--- config.mk ---
export PLATFORM = sky130hd
export DESIGN_NAME = dmrb_mode_reg_bank
export DESIGN_NICKNAME = d
export VERILOG_FILES = /design/src/rtl/dmrb_access_class.v /design/src/rtl/dmrb_set_point_pair.v /design/src/rtl/dmrb_mode_reg_bank.v
export VERILOG_INCLUDE_DIRS = /design/src /design/src/rtl
export SDC_FILE = /design/constraint.sdc
export NUM_CORES = 1
export LEC_CHECK = 0
export ABC_AREA = 1
export BUFFER_PORTS_ARGS = -buffer_cell sky130_fd_sc_hd__buf_2
export CAP_MARGIN = 20
export CORE_UTILIZATION = 55
export CTS_BUF_LIST = sky130_fd_sc_hd__clkbuf_8 sky130_fd_sc_hd__clkbuf_16
export CTS_CLUSTER_SIZE = 16
export DETAILED_ROUTE_END_ITERATION = 8
export GPL_TIMING_DRIVEN = 1
export HOLD_SLACK_MARGIN = 0.15
export PLACE_DENSITY_LB_ADDON = 0.1
export SYNTH_ARGS = -nofsm -noshare
export SYNTH_HDL_FRONTEND = slang
export SYNTH_SLANG_ARGS = --single-unit
--- constraint.sdc ---
create_clock -name clk_i -period 2.6 [get_ports clk_i]
set_input_delay 0 -clock clk_i [delete_from_list [all_inputs] [get_ports clk_i]]
set_output_delay 0 -clock clk_i [all_outputs]
set_load 0.02 [all_outputs]
--- src/rtl/dmrb_map.vh ---
// Purpose: offsets, field positions and reset values of the mode register bank
// Assumes: 6-bit register index, 8-bit operand
// Notes:   definitions only
`ifndef DMRB_MAP_VH
`define DMRB_MAP_VH
// ---------------------------------------------------------------
// register indices
// ---------------------------------------------------------------
`define DMRB_IDX_DEVICE_INFO   6'h00
`define DMRB_IDX_BURST_PRE     6'h01
`define DMRB_IDX_LATENCY       6'h02
`define DMRB_IDX_IO_CFG1       6'h03
`define DMRB_IDX_REFRESH_TRN   6'h04
`define DMRB_IDX_MAKER         6'h05
`define DMRB_IDX_REV1          6'h06
`define DMRB_IDX_REV2          6'h07
`define DMRB_IDX_WIDTH_DENS    6'h08
`define DMRB_IDX_TEST_MODE     6'h09
`define DMRB_IDX_ZQ_CAL        6'h0a
`define DMRB_IDX_TERM          6'h0b
`define DMRB_IDX_CA_VREF       6'h0c
`define DMRB_IDX_REG_CTRL      6'h0d
`define DMRB_IDX_DQ_VREF       6'h0e
`define DMRB_IDX_LB_INV        6'h0f
`define DMRB_IDX_BANK_MASK     6'h10
`define DMRB_IDX_SEG_MASK      6'h11
`define DMRB_IDX_OSC_LOW       6'h12
`define DMRB_IDX_OSC_HIGH      6'h13
`define DMRB_IDX_HB_INV        6'h14
`define DMRB_IDX_VENDOR_USE    6'h15
`define DMRB_IDX_TERM2         6'h16
`define DMRB_IDX_OSC_RUNTIME   6'h17
`define DMRB_IDX_ROW_HAMMER    6'h18
`define DMRB_IDX_REPAIR_RES    6'h19
`define DMRB_IDX_TEST_A        6'h1e
`define DMRB_IDX_CAL_PAT_A     6'h20
`define DMRB_IDX_TEST_B        6'h27
`define DMRB_IDX_CAL_PAT_B     6'h28
// ---------------------------------------------------------------
// field positions
// ---------------------------------------------------------------
`define DMRB_BIT_WR_SP         6
`define DMRB_BIT_OP_SP         7
`define DMRB_BIT_REPAIR_PROT   2
`define DMRB_BIT_REPAIR_ENTRY  4
// ---------------------------------------------------------------
// reserved-bit masks: one marks a defined operand bit
// ---------------------------------------------------------------
`define DMRB_MASK_DEVICE_INFO  8'h9b
`define DMRB_MASK_ZQ_CAL       8'h01
`define DMRB_MASK_TERM         8'h77
`define DMRB_MASK_VREF         8'h7f
`define DMRB_MASK_FULL         8'hff
// ---------------------------------------------------------------
// reset values
// ---------------------------------------------------------------
`define DMRB_RST_ZERO          8'h00
`define DMRB_RST_VREF          8'h4d
`define DMRB_RST_IO_CFG1       8'h31
`endif

--- src/rtl/dmrb_access_class.v ---
// Purpose: decodes the access class of a register index
// Assumes: index from the command decoder on the same clock
// Notes:   combinational; reserved and unused indices are neither
`timescale 1ns/1ps
`include "dmrb_map.vh"
module dmrb_access_class (
  input  wire [5:0] register_index_i, // register selected
  output reg        readable_o,       // read returns stored data
  output reg        writable_o,       // write updates storage
  output reg  [7:0] rsvd_mask_o       // ones mark defined bits
);
  always @* begin
    readable_o  = 1'b0;
    writable_o  = 1'b0;
    rsvd_mask_o = `DMRB_MASK_FULL;
    case (register_index_i)
      `DMRB_IDX_DEVICE_INFO: begin
        readable_o  = 1'b1;
        rsvd_mask_o = `DMRB_MASK_DEVICE_INFO;
      end
      `DMRB_IDX_MAKER, `DMRB_IDX_REV1, `DMRB_IDX_REV2,
      `DMRB_IDX_WIDTH_DENS, `DMRB_IDX_OSC_LOW, `DMRB_IDX_OSC_HIGH,
      `DMRB_IDX_REPAIR_RES:
        readable_o = 1'b1;
      `DMRB_IDX_REFRESH_TRN, `DMRB_IDX_ROW_HAMMER: begin
        readable_o = 1'b1;
        writable_o = 1'b1;
      end
      `DMRB_IDX_CA_VREF, `DMRB_IDX_DQ_VREF: begin
        readable_o  = 1'b1;
        writable_o  = 1'b1;
        rsvd_mask_o = `DMRB_MASK_VREF;
      end
      `DMRB_IDX_ZQ_CAL: begin
        writable_o  = 1'b1;
        rsvd_mask_o = `DMRB_MASK_ZQ_CAL;
      end
      `DMRB_IDX_TERM: begin
        writable_o  = 1'b1;
        rsvd_mask_o = `DMRB_MASK_TERM;
      end
      `DMRB_IDX_BURST_PRE, `DMRB_IDX_LATENCY, `DMRB_IDX_IO_CFG1,
      `DMRB_IDX_TEST_MODE, `DMRB_IDX_REG_CTRL, `DMRB_IDX_LB_INV,
      `DMRB_IDX_BANK_MASK, `DMRB_IDX_SEG_MASK, `DMRB_IDX_HB_INV,
      `DMRB_IDX_VENDOR_USE, `DMRB_IDX_TERM2, `DMRB_IDX_OSC_RUNTIME,
      `DMRB_IDX_CAL_PAT_A, `DMRB_IDX_CAL_PAT_B:
        writable_o = 1'b1;
      default: begin
        readable_o = 1'b0;
        writable_o = 1'b0;
      end
    endcase
  end
endmodule

--- src/rtl/dmrb_set_point_pair.v ---
// Purpose: two set-point copies of one duplicated mode register
// Assumes: write strobe already qualified by address and access
// Notes:   write and read go to the write copy, operation uses the op copy
`timescale 1ns/1ps
module dmrb_set_point_pair #(
  parameter [7:0] RST_VAL = 8'h00  // reset value of both copies
) (
  input  wire       clk_i,         // command clock
  input  wire       rst_n_i,       // async reset, active low
  input  wire       wr_en_i,       // store operand this cycle
  input  wire [7:0] wr_data_i,     // operand to store
  input  wire       wr_sel_i,      // write set point select
  input  wire       op_sel_i,      // operating set point select
  output wire [7:0] rd_data_o,     // copy seen by reads
  output wire [7:0] active_o       // copy driving operation
);
  reg [7:0] copy0_r;
  reg [7:0] copy1_r;
  always @(posedge clk_i or negedge rst_n_i) begin
    if (!rst_n_i) begin
      copy0_r <= RST_VAL;
      copy1_r <= RST_VAL;
    end else if (wr_en_i) begin
      if (wr_sel_i) begin
        copy1_r <= wr_data_i;
      end else begin
        copy0_r <= wr_data_i;
      end
    end
  end
  assign rd_data_o = wr_sel_i ? copy1_r : copy0_r;
  assign active_o  = op_sel_i ? copy1_r : copy0_r;
endmodule

--- src/rtl/dmrb_mode_reg_bank.v ---
// Purpose: mode register bank answering register reads and writes
// Assumes: commands arrive decoded, on clk_i, one per cycle at most
// Notes:   read data registered, valid one cycle after the command
//
// Overview of operation
// - read returns eight operand bits of register picked by six-bit index
// - write stores the supplied operand into the addressed writable register; test mode and vendor use keep nothing, calibration only pulses zq_reset_o
// - every register is read-only, write-only or read-write, honoured so
// - reads return zero in every reserved operand bit
// - reads of reserved or write-only registers return zero
// - writes to read-only registers change nothing
// - duplicated registers are written and read at the write set point copy
// - operation uses the operating set point copy; other copy is ignored
// - repair protection, once set, stays set until power-on reset
// - while protected, writes setting repair entry are refused
`timescale 1ns/1ps
`include "dmrb_map.vh"
module dmrb_mode_reg_bank #(
  parameter [7:0] MAKER_CODE = 8'h5a, // arbitrary value
  parameter [7:0] REV_ONE    = 8'h01, // arbitrary value
  parameter [7:0] REV_TWO    = 8'h00, // arbitrary value
  parameter [7:0] WIDTH_DENS = 8'h00, // device width and density
  parameter [7:0] DEV_INFO   = 8'h00, // device info straps
  parameter [7:0] REPAIR_RES = 8'h00  // repair resource map
) (
  input  wire       clk_i,            // command clock
  input  wire       rst_n_i,          // async reset, active low
  input  wire       mrr_i,            // read command, one cycle
  input  wire       mrw_i,            // write command, one cycle
  input  wire [5:0] register_index_i, // register selected
  input  wire [7:0] operand_bits_i,   // write operand
  input  wire [7:0] osc_count_i,      // strobe oscillator count source
  input  wire       osc_high_i,       // count source is high byte
  output reg  [7:0] operand_bits_o,   // read data
  output reg        rd_valid_o,       // read data valid, one cycle
  output wire [7:0] burst_cfg_o,      // active burst/preamble setting
  output wire [7:0] latency_cfg_o,    // active latency setting
  output wire [7:0] io_cfg_o,         // active io configuration
  output wire [7:0] term_cfg_o,       // active termination setting
  output wire [7:0] ca_vref_o,        // active command vref
  output wire [7:0] dq_vref_o,        // active data vref
  output wire [7:0] term2_cfg_o,      // active termination feature two
  output wire [7:0] reg_ctrl_o,       // register control value
  output wire [7:0] refresh_ctrl_o,   // refresh and training control
  output wire       repair_protect_o, // repair protection state
  output wire       zq_reset_o,       // calibration reset request
  output wire [7:0] bank_mask_o,      // partial refresh bank mask
  output wire [7:0] seg_mask_o,       // partial refresh segment mask
  output wire [7:0] lb_invert_o,      // low byte invert pattern
  output wire [7:0] hb_invert_o,      // high byte invert pattern
  output wire [7:0] osc_runtime_o,    // oscillator runtime
  output wire [7:0] row_hammer_o,     // row hammer control
  output wire [7:0] cal_pat_a_o,      // calibration pattern a
  output wire [7:0] cal_pat_b_o       // calibration pattern b
);
  // ---------------------------------------------------------------
  // access decode
  // ---------------------------------------------------------------
  wire       readable;
  wire       writable;
  wire [7:0] rsvd_mask;
  dmrb_access_class u_class (
    .register_index_i (register_index_i),
    .readable_o       (readable),
    .writable_o       (writable),
    .rsvd_mask_o      (rsvd_mask)
  );
  wire       wr_ok   = mrw_i & writable;
  wire [7:0] wr_data = operand_bits_i & rsvd_mask;

  // ---------------------------------------------------------------
  // register control and single-copy storage
  // ---------------------------------------------------------------
  reg  [7:0] reg_ctrl_r;
  reg  [7:0] refresh_r;
  reg        repair_prot_r;
  reg  [7:0] bank_mask_r;
  reg  [7:0] seg_mask_r;
  reg  [7:0] lb_inv_r;
  reg  [7:0] hb_inv_r;
  reg  [7:0] osc_rt_r;
  reg  [7:0] row_ham_r;
  reg  [7:0] pat_a_r;
  reg  [7:0] pat_b_r;
  reg  [7:0] osc_low_r;
  reg  [7:0] osc_high_r;
  reg        zq_rst_r;
  wire wr_sel = reg_ctrl_r[`DMRB_BIT_WR_SP];
  wire op_sel = reg_ctrl_r[`DMRB_BIT_OP_SP];
  wire hit_refresh = wr_ok &
                     (register_index_i == `DMRB_IDX_REFRESH_TRN);
  wire entry_refused = repair_prot_r &
                       wr_data[`DMRB_BIT_REPAIR_ENTRY];

  always @(posedge clk_i or negedge rst_n_i) begin
    if (!rst_n_i) begin
      reg_ctrl_r    <= `DMRB_RST_ZERO;
      refresh_r     <= `DMRB_RST_ZERO;
      repair_prot_r <= 1'b0;
      bank_mask_r   <= `DMRB_RST_ZERO;
      seg_mask_r    <= `DMRB_RST_ZERO;
      lb_inv_r      <= `DMRB_RST_ZERO;
      hb_inv_r      <= `DMRB_RST_ZERO;
      osc_rt_r      <= `DMRB_RST_ZERO;
      row_ham_r     <= `DMRB_RST_ZERO;
      pat_a_r       <= `DMRB_RST_ZERO;
      pat_b_r       <= `DMRB_RST_ZERO;
      zq_rst_r      <= 1'b0;
    end else begin
      zq_rst_r <= 1'b0;
      if (hit_refresh && !entry_refused) begin
        refresh_r <= wr_data;
      end
      if (wr_ok && register_index_i == `DMRB_IDX_IO_CFG1 &&
          wr_data[`DMRB_BIT_REPAIR_PROT]) begin
        repair_prot_r <= 1'b1;
      end
      if (wr_ok) begin
        case (register_index_i)
          `DMRB_IDX_REG_CTRL:    reg_ctrl_r  <= wr_data;
          `DMRB_IDX_BANK_MASK:   bank_mask_r <= wr_data;
          `DMRB_IDX_SEG_MASK:    seg_mask_r  <= wr_data;
          `DMRB_IDX_LB_INV:      lb_inv_r    <= wr_data;
          `DMRB_IDX_HB_INV:      hb_inv_r    <= wr_data;
          `DMRB_IDX_OSC_RUNTIME: osc_rt_r    <= wr_data;
          `DMRB_IDX_ROW_HAMMER:  row_ham_r   <= wr_data;
          `DMRB_IDX_CAL_PAT_A:   pat_a_r     <= wr_data;
          `DMRB_IDX_CAL_PAT_B:   pat_b_r     <= wr_data;
          `DMRB_IDX_ZQ_CAL:      zq_rst_r    <= wr_data[0];
          default:               zq_rst_r    <= 1'b0;
        endcase
      end
    end
  end

  // ---------------------------------------------------------------
  // oscillator count capture, read-only to the controller
  // ---------------------------------------------------------------
  always @(posedge clk_i or negedge rst_n_i) begin
    if (!rst_n_i) begin
      osc_low_r  <= `DMRB_RST_ZERO;
      osc_high_r <= `DMRB_RST_ZERO;
    end else if (osc_high_i) begin
      osc_high_r <= osc_count_i;
    end else begin
      osc_low_r  <= osc_count_i;
    end
  end

  // ---------------------------------------------------------------
  // set-point duplicated registers
  // ---------------------------------------------------------------
  localparam NSP = 7;
  // constants, so that the reset values can be handed down as parameters
  localparam [NSP*6-1:0] sp_idx = {`DMRB_IDX_TERM2, `DMRB_IDX_DQ_VREF,
                                   `DMRB_IDX_CA_VREF, `DMRB_IDX_TERM,
                                   `DMRB_IDX_IO_CFG1, `DMRB_IDX_LATENCY,
                                   `DMRB_IDX_BURST_PRE};
  localparam [NSP*8-1:0] sp_rst = {`DMRB_RST_ZERO, `DMRB_RST_VREF,
                                   `DMRB_RST_VREF, `DMRB_RST_ZERO,
                                   `DMRB_RST_IO_CFG1, `DMRB_RST_ZERO,
                                   `DMRB_RST_ZERO};
  wire [NSP*8-1:0] sp_rd;
  wire [NSP*8-1:0] sp_act;
  genvar g;
  generate
    for (g = 0; g < NSP; g = g + 1) begin : g_sp
      dmrb_set_point_pair #(
        .RST_VAL (sp_rst[g*8 +: 8])
      ) u_pair (
        .clk_i     (clk_i),
        .rst_n_i   (rst_n_i),
        .wr_en_i   (wr_ok && register_index_i == sp_idx[g*6 +: 6]),
        .wr_data_i (wr_data),
        .wr_sel_i  (wr_sel),
        .op_sel_i  (op_sel),
        .rd_data_o (sp_rd[g*8 +: 8]),
        .active_o  (sp_act[g*8 +: 8])
      );
    end
  endgenerate

  // ---------------------------------------------------------------
  // read path
  // ---------------------------------------------------------------
  reg [7:0] rd_nxt;
  always @* begin
    case (register_index_i)
      `DMRB_IDX_DEVICE_INFO: rd_nxt = DEV_INFO;
      `DMRB_IDX_REFRESH_TRN: rd_nxt = refresh_r;
      `DMRB_IDX_MAKER:       rd_nxt = MAKER_CODE;
      `DMRB_IDX_REV1:        rd_nxt = REV_ONE;
      `DMRB_IDX_REV2:        rd_nxt = REV_TWO;
      `DMRB_IDX_WIDTH_DENS:  rd_nxt = WIDTH_DENS;
      `DMRB_IDX_CA_VREF:     rd_nxt = sp_rd[4*8 +: 8];
      `DMRB_IDX_DQ_VREF:     rd_nxt = sp_rd[5*8 +: 8];
      `DMRB_IDX_OSC_LOW:     rd_nxt = osc_low_r;
      `DMRB_IDX_OSC_HIGH:    rd_nxt = osc_high_r;
      `DMRB_IDX_ROW_HAMMER:  rd_nxt = row_ham_r;
      `DMRB_IDX_REPAIR_RES:  rd_nxt = REPAIR_RES;
      default:               rd_nxt = 8'h00;
    endcase
    if (!readable) begin
      rd_nxt = 8'h00;
    end
    rd_nxt = rd_nxt & rsvd_mask;
  end

  always @(posedge clk_i or negedge rst_n_i) begin
    if (!rst_n_i) begin
      operand_bits_o <= 8'h00;
      rd_valid_o     <= 1'b0;
    end else begin
      rd_valid_o <= mrr_i;
      if (mrr_i) begin
        operand_bits_o <= rd_nxt;
      end
    end
  end

  // ---------------------------------------------------------------
  // operating values
  // ---------------------------------------------------------------
  assign burst_cfg_o      = sp_act[0*8 +: 8];
  assign latency_cfg_o    = sp_act[1*8 +: 8];
  assign io_cfg_o         = {sp_act[2*8+3 +: 5], repair_prot_r,
                             sp_act[2*8 +: 2]};
  assign term_cfg_o       = sp_act[3*8 +: 8];
  assign ca_vref_o        = sp_act[4*8 +: 8];
  assign dq_vref_o        = sp_act[5*8 +: 8];
  assign term2_cfg_o      = sp_act[6*8 +: 8];
  assign reg_ctrl_o       = reg_ctrl_r;
  assign refresh_ctrl_o   = refresh_r;
  assign repair_protect_o = repair_prot_r;
  assign zq_reset_o       = zq_rst_r;
  assign bank_mask_o      = bank_mask_r;
  assign seg_mask_o       = seg_mask_r;
  assign lb_invert_o      = lb_inv_r;
  assign hb_invert_o      = hb_inv_r;
  assign osc_runtime_o    = osc_rt_r;
  assign row_hammer_o     = row_ham_r;
  assign cal_pat_a_o      = pat_a_r;
  assign cal_pat_b_o      = pat_b_r;
endmodule

-- Word-level counts from Yosys, hierarchy flattened
Index checks and enable logic that the tools add are counted.
- input port bits: 27
- register bits: 219
- logic and storage cells: 116
- output and inout port bits: 147
- muxes and demuxes: 16
- eq/ne operators: 27
- bitwise operators: 6
- reductions and logical operators: 37
- operators by type and width (cell ; number):
    $mux W8 ; 10
    $pmux W8 S8 ; 1
    $eq A6 B5 Y1 const B ; 10
    $eq A6 B4 Y1 const B ; 8
    $reduce_and A2 Y1 ; 23
    $pmux W8 S4 ; 1
    $eq A6 B3 Y1 const B ; 4
    $reduce_or A20 Y1 ; 1
    $and A8 B8 Y8 ; 2
    $eq A6 B2 Y1 const B ; 2
    $eq A6 B6 Y1 const B ; 2
    $reduce_or A12 Y1 ; 1
    $logic_and A1 B1 Y1 ; 9
    $eq A6 B1 Y1 const B ; 1
    $logic_not A6 Y1 ; 1
    $mux W1 ; 4
    $and A1 B1 Y1 ; 3
    $reduce_or A2 Y1 ; 1
    $logic_not A1 Y1 ; 1
    $not A1 Y1 ; 1

-- Longest topological paths before layout
- depth in word-level cells: 7
- gate-level depth with buffers: 13
- depth with buffers taken out: 13

-- By module
From an unflattened synthesis, not the netlist that was laid out.
- cell total of the unflattened synthesis: 1406
- area, all modules: 11084.4 um^2
- by module, submodules not included (module ; instances ; area each (um^2) ; cells an instance):
    dmrb_mode_reg_bank ; 1 ; 4797.1 ; 569
    dmrb_set_point_pair (g_sp[0].u_pair ...) ; 4 ; 858.3 ; 113
    dmrb_set_point_pair (g_sp[4].u_pair ...) ; 2 ; 868.3 ; 113
    dmrb_set_point_pair (g_sp[2].u_pair) ; 1 ; 865.8 ; 113
    dmrb_access_class ; 1 ; 251.5 ; 46

-- Worst setup path before layout
Ideal clock, no wire load.
- kind: register to register
- start: register reg_ctrl_r[6] (netlist: reg_ctrl_o[6])
- end: register g_sp[0].u_pair.copy1_r[0]
- arrival time: 1637 ps
- cell stages (with the launch flop): 7
- required time: 2534 ps
- path buffers: 4
- setup slack: 897 ps
- period minus slack after synthesis: 1703 ps
- cell sequence: dfrtp_1 -> clkbuf_1 -> buf_2 -> clkbuf_1 -> clkbuf_1 -> nand4_1 -> nand2_1
- cells in the longest elaborated chain, start to end: 1
- RTL lines (item ; RTL line ; source):
    from (decl) ; dmrb_mode_reg_bank.v:74 ; reg [7:0] reg_ctrl_r;
    from (signal assigned) ; dmrb_mode_reg_bank.v:97 ; reg_ctrl_r <= `DMRB_RST_ZERO;
    from (signal assigned) ; dmrb_mode_reg_bank.v:120 ; `DMRB_IDX_REG_CTRL: reg_ctrl_r <= wr_data;
    $reduce_and A2 Y1 (no line) ; - ;
    to (signal assigned) ; dmrb_set_point_pair.v:25 ; copy1_r <= wr_data_i;
    to (decl) ; dmrb_set_point_pair.v:18 ; reg [7:0] copy1_r;
Every way passes these cells.
A chain may end at the register's enable or synchronous reset.

-- Worst setup path after layout
- start: input port register_index_i[5]
- end: register pat_a_r[0] (netlist: cal_pat_a_o[0])
- cells in the longest elaborated chain, start to end: 5
- elaborated cells between the ends (all ways): 24
- those cells by class: eq/ne: 20; mux: 1; bitwise: 1; reduce/logical: 2
- RTL lines (item ; RTL line ; source):
    from (decl) ; dmrb_mode_reg_bank.v:30 ; input wire [5:0] register_index_i,
    $eq A6 B3 Y1, or another cell as far along ; dmrb_access_class.v:16 ; case (register_index_i)
    $reduce_or A20 Y1 (no line) ; - ;
    $mux W1 ; dmrb_access_class.v:16 ;
    $and A1 B1 Y1 ; dmrb_mode_reg_bank.v:68 ; wire wr_ok = mrw_i & writable;
    $reduce_and A2 Y1 (no line) (*) ; - ;
    to (signal assigned) ; dmrb_mode_reg_bank.v:106 ; pat_a_r <= `DMRB_RST_ZERO;
    to (signal assigned) ; dmrb_mode_reg_bank.v:127 ; `DMRB_IDX_CAL_PAT_A: pat_a_r <= wr_data;
    to (decl) ; dmrb_mode_reg_bank.v:83 ; reg [7:0] pat_a_r;
Mark *: on every way between the ends. The rest lies on a longest branch, timed or not.

==> results_dict.tcl <==
set metrics [dict create \
    status "finished clean" \
    start_kind "input port" \
    placed_area_sq_um 11500 \
    final_design_area_no_fill_sq_um 12800 \
    cp_data_arrival_time_ns 2.91 \
    cts_tree "yes" \
    avgRoutedWirePerCell_microns 18.1 \
    clkTransAtPathRegs_ns 0.06 \
    r2r_slack_ns 0.83 \
    grt_pass1_wl_microns 48100 \
    syn_area_sq_um 10400 \
    crit_type "input port to register" \
    final_nets 1450 \
    maxSlewHeadroom_pct 53.5 \
    grt_overflow 0 \
    start_util_pct 56.0 \
    drt_iter0_drc 759 \
    crit_fanout 14 \
    max-vdd-ir-drop_uv 578 \
    final_common_cell "nand2_1" \
    fin_crit_sh_pct 96.3 \
    avgSynthCellArea_sq_um 8.51 \
    cp_data_required_time_ns 3.01 \
    fin_crit_ns 2.50 \
    fp.dieW_microns 140 \
    final_util_pct 68.6 \
    clockBufferDepth 3 \
    final_cell_mix "510 x nand2_1, 193 x dfrtp_1, 172 x buf_2, 108 x nand4_1, 68 x inv_1" \
    remaining_drc_errors 0 \
    grt_pass1_vias 8964 \
    die_h_microns 140 \
    vias_per_cell 5.62 \
    cp-end-kind "register" \
    drive_above_1_share_pct 25.0 \
    setup_viol 0 \
    yosysWarningCount 0 \
    slew_violations 0 \
    powerDensity_nw_per_um2 646 \
    fmax_mhz 399 \
    timing.hold.ws_ns 0.278 \
    tns_ns 0 \
    nFillCells 1501 \
    antenna_found_initial 0 \
    place_congestion 0.940 \
    portBuffers 173 \
    drt_wl_total_microns 30400 \
    area.growth.synth_to_final_pct 22.6 \
    clk_latency_ns 0.52 \
    grt_max_degree 83 \
    power.leakage_nw 7.15 \
    firstDrtPassIters 6 \
    maxCapViolations 0 \
    clockRootBuffer "clkbuf_16" \
    hp-class "input port to register" \
    synth_nets 1253 \
    ant_nets 0 \
    rsz0062_at_grt "no" \
    worst_pin_slew_ns 0.693 \
    ys_types 29 \
    syn-instance-count 1226 \
    hpwl_microns 18400 \
    cts_made_buffers 24 \
    synth-seq-cells 217 \
    htreeDepth 1 \
    ios 174 \
    num_rows 50 \
    hold_viol 0 \
    cts_sinks 217 \
    core_area_sq_um 18600 \
    fp.dieArea_sq_um 19500 \
    vias 9406 \
    fin_skew_ns 0.00700 \
    ys_seq_area_share_pct 52.3 \
    track_usage_pct 31.0 \
    diodes 0 \
]
## cell families after synthesis
| kind of cell | Yosys count | synth area share (%) |
|---|---|---|
| AOI/OAI and AO/OA | 75 | 3.77 |
| buffers and inverters | 148 | 6.09 |
| muxes | 52 | 5.61 |
| DFF | 217 | 52.3 |
| and+or+nand+nor | 734 | 32.2 |
## report_power, final
part	switching, W	total (W)	internal (W)
registers	0.000112	0.00369	0.00358
clock network	0.00137	0.00337	0.00200
logic	0.000823	0.00121	0.000384
## state kept, by name (all words and copies together) (netlist names)
name                 flops
bank_mask_o              8
cal_pat_a_o              8
cal_pat_b_o              8
g_sp.u_pair.copy0_r     55
g_sp.u_pair.copy1_r     55
hb_invert_o              8
lb_invert_o              8
operand_bits_o           8
osc_high_r               8
osc_low_r                8
osc_runtime_o            8
rd_valid_o               1
refresh_ctrl_o           8
reg_ctrl_o               8
repair_protect_o         1
row_hammer_o             8
seg_mask_o               8
zq_reset_o               1
## area by class of cell
cell class | instances | area [sq um] | share of cell area, %
sequential | 217 | 5460 | 42.7
multi-input combinational | 861 | 4350 | 34.0
timing repair buffer | 246 | 1620 | 12.7
clock buffer | 31 | 708 | 5.54
tap | 234 | 293 | 2.29
inverter | 73 | 274 | 2.14
clock inverter | 13 | 80.1 | 0.626
## cell usage after synthesis
master	n	share of area (%)
mux2_2	52	5.6
o22ai_1	1	0.060
a21oi_1	26	1.2
buf_1	4	0.14
nor2_1	47	1.7
o2111ai_1	1	0.084
o211ai_1	1	0.072
nand2_4	1	0.11
nor3_1	1	0.048
dfstp_2	22	5.5
clkinv_1	4	0.14
nand4_1	108	6.5
clkbuf_1	42	1.5
nand2_2	9	0.54
nor2_2	4	0.24
dfrtp_1	195	47
o21ai_0	43	2.1
inv_2	8	0.29
nand4_4	10	2.0
nand2_1	510	18
buf_2	13	0.62
inv_1	61	2.2
nand3_1	34	1.6
nor4_2	1	0.12
o211a_1	1	0.096
buf_4	15	1.1
a211oi_1	2	0.14
buf_6	1	0.11
nor2_4	9	0.97
## final timing paths
kind | start | to | cells after the start
min in group asynchronous | rst_n_i | g_sp[4].u_pair.copy1_r[0] | 3
worst min-delay path | osc_count_i[6] | osc_low_r[6] | 3
worst min register to register | g_sp[5].u_pair.copy1_r[7] | g_sp[5].u_pair.copy1_r[7] | 2
worst max register to register | reg_ctrl_o[6] | g_sp[0].u_pair.copy0_r[2] | 5
worst max-delay path | register_index_i[5] | cal_pat_a_o[0] | 10
max in group asynchronous | rst_n_i | g_sp[2].u_pair.copy1_r[0] | 4
## critical path: stages
cell and delay [ns]:
dlygate4sd3_1 0.55, buf_2 0.14, inv_1 0.07, nor2_1 0.13
dlygate4sd3_1 0.56, nand3_1 0.13, dlygate4sd3_1 0.65, nor2_2 0.16
buf_6 0.18, mux2_2 0.33
## per-stage QoR
stage	power, W	std cells	setup slack (ns)
final	0.00827	1675	0.0953
after global routing	0.00854	1675	0.0195
after CTS	0.00828	1670	0.0837
after detailed placement	0.00487	1583	0.232
after global placement	0.00485	1583	0.305
after floorplan	0.00443	1226	0.897
## metal layers
metal	wire [microns]	up-vias	share of wire [%]	global-route usage (%)
met5	0	-	0	0
met4	422	0	1.4	7.46
met3	2180	39	7.2	5.57
met2	14400	364	47	49.6
met1	13400	4605	44	44.0
li1	-	4398	-	-
## what timing repair did
action / CTS / global route
hold buffers: 43 / 0
setup buffers: 0 / 4
setup endpoints to repair: 0 / 84
hold endpoints to repair: 318 / 0
resized for setup: 0 / 4
(Power assumes the default switching activity.)
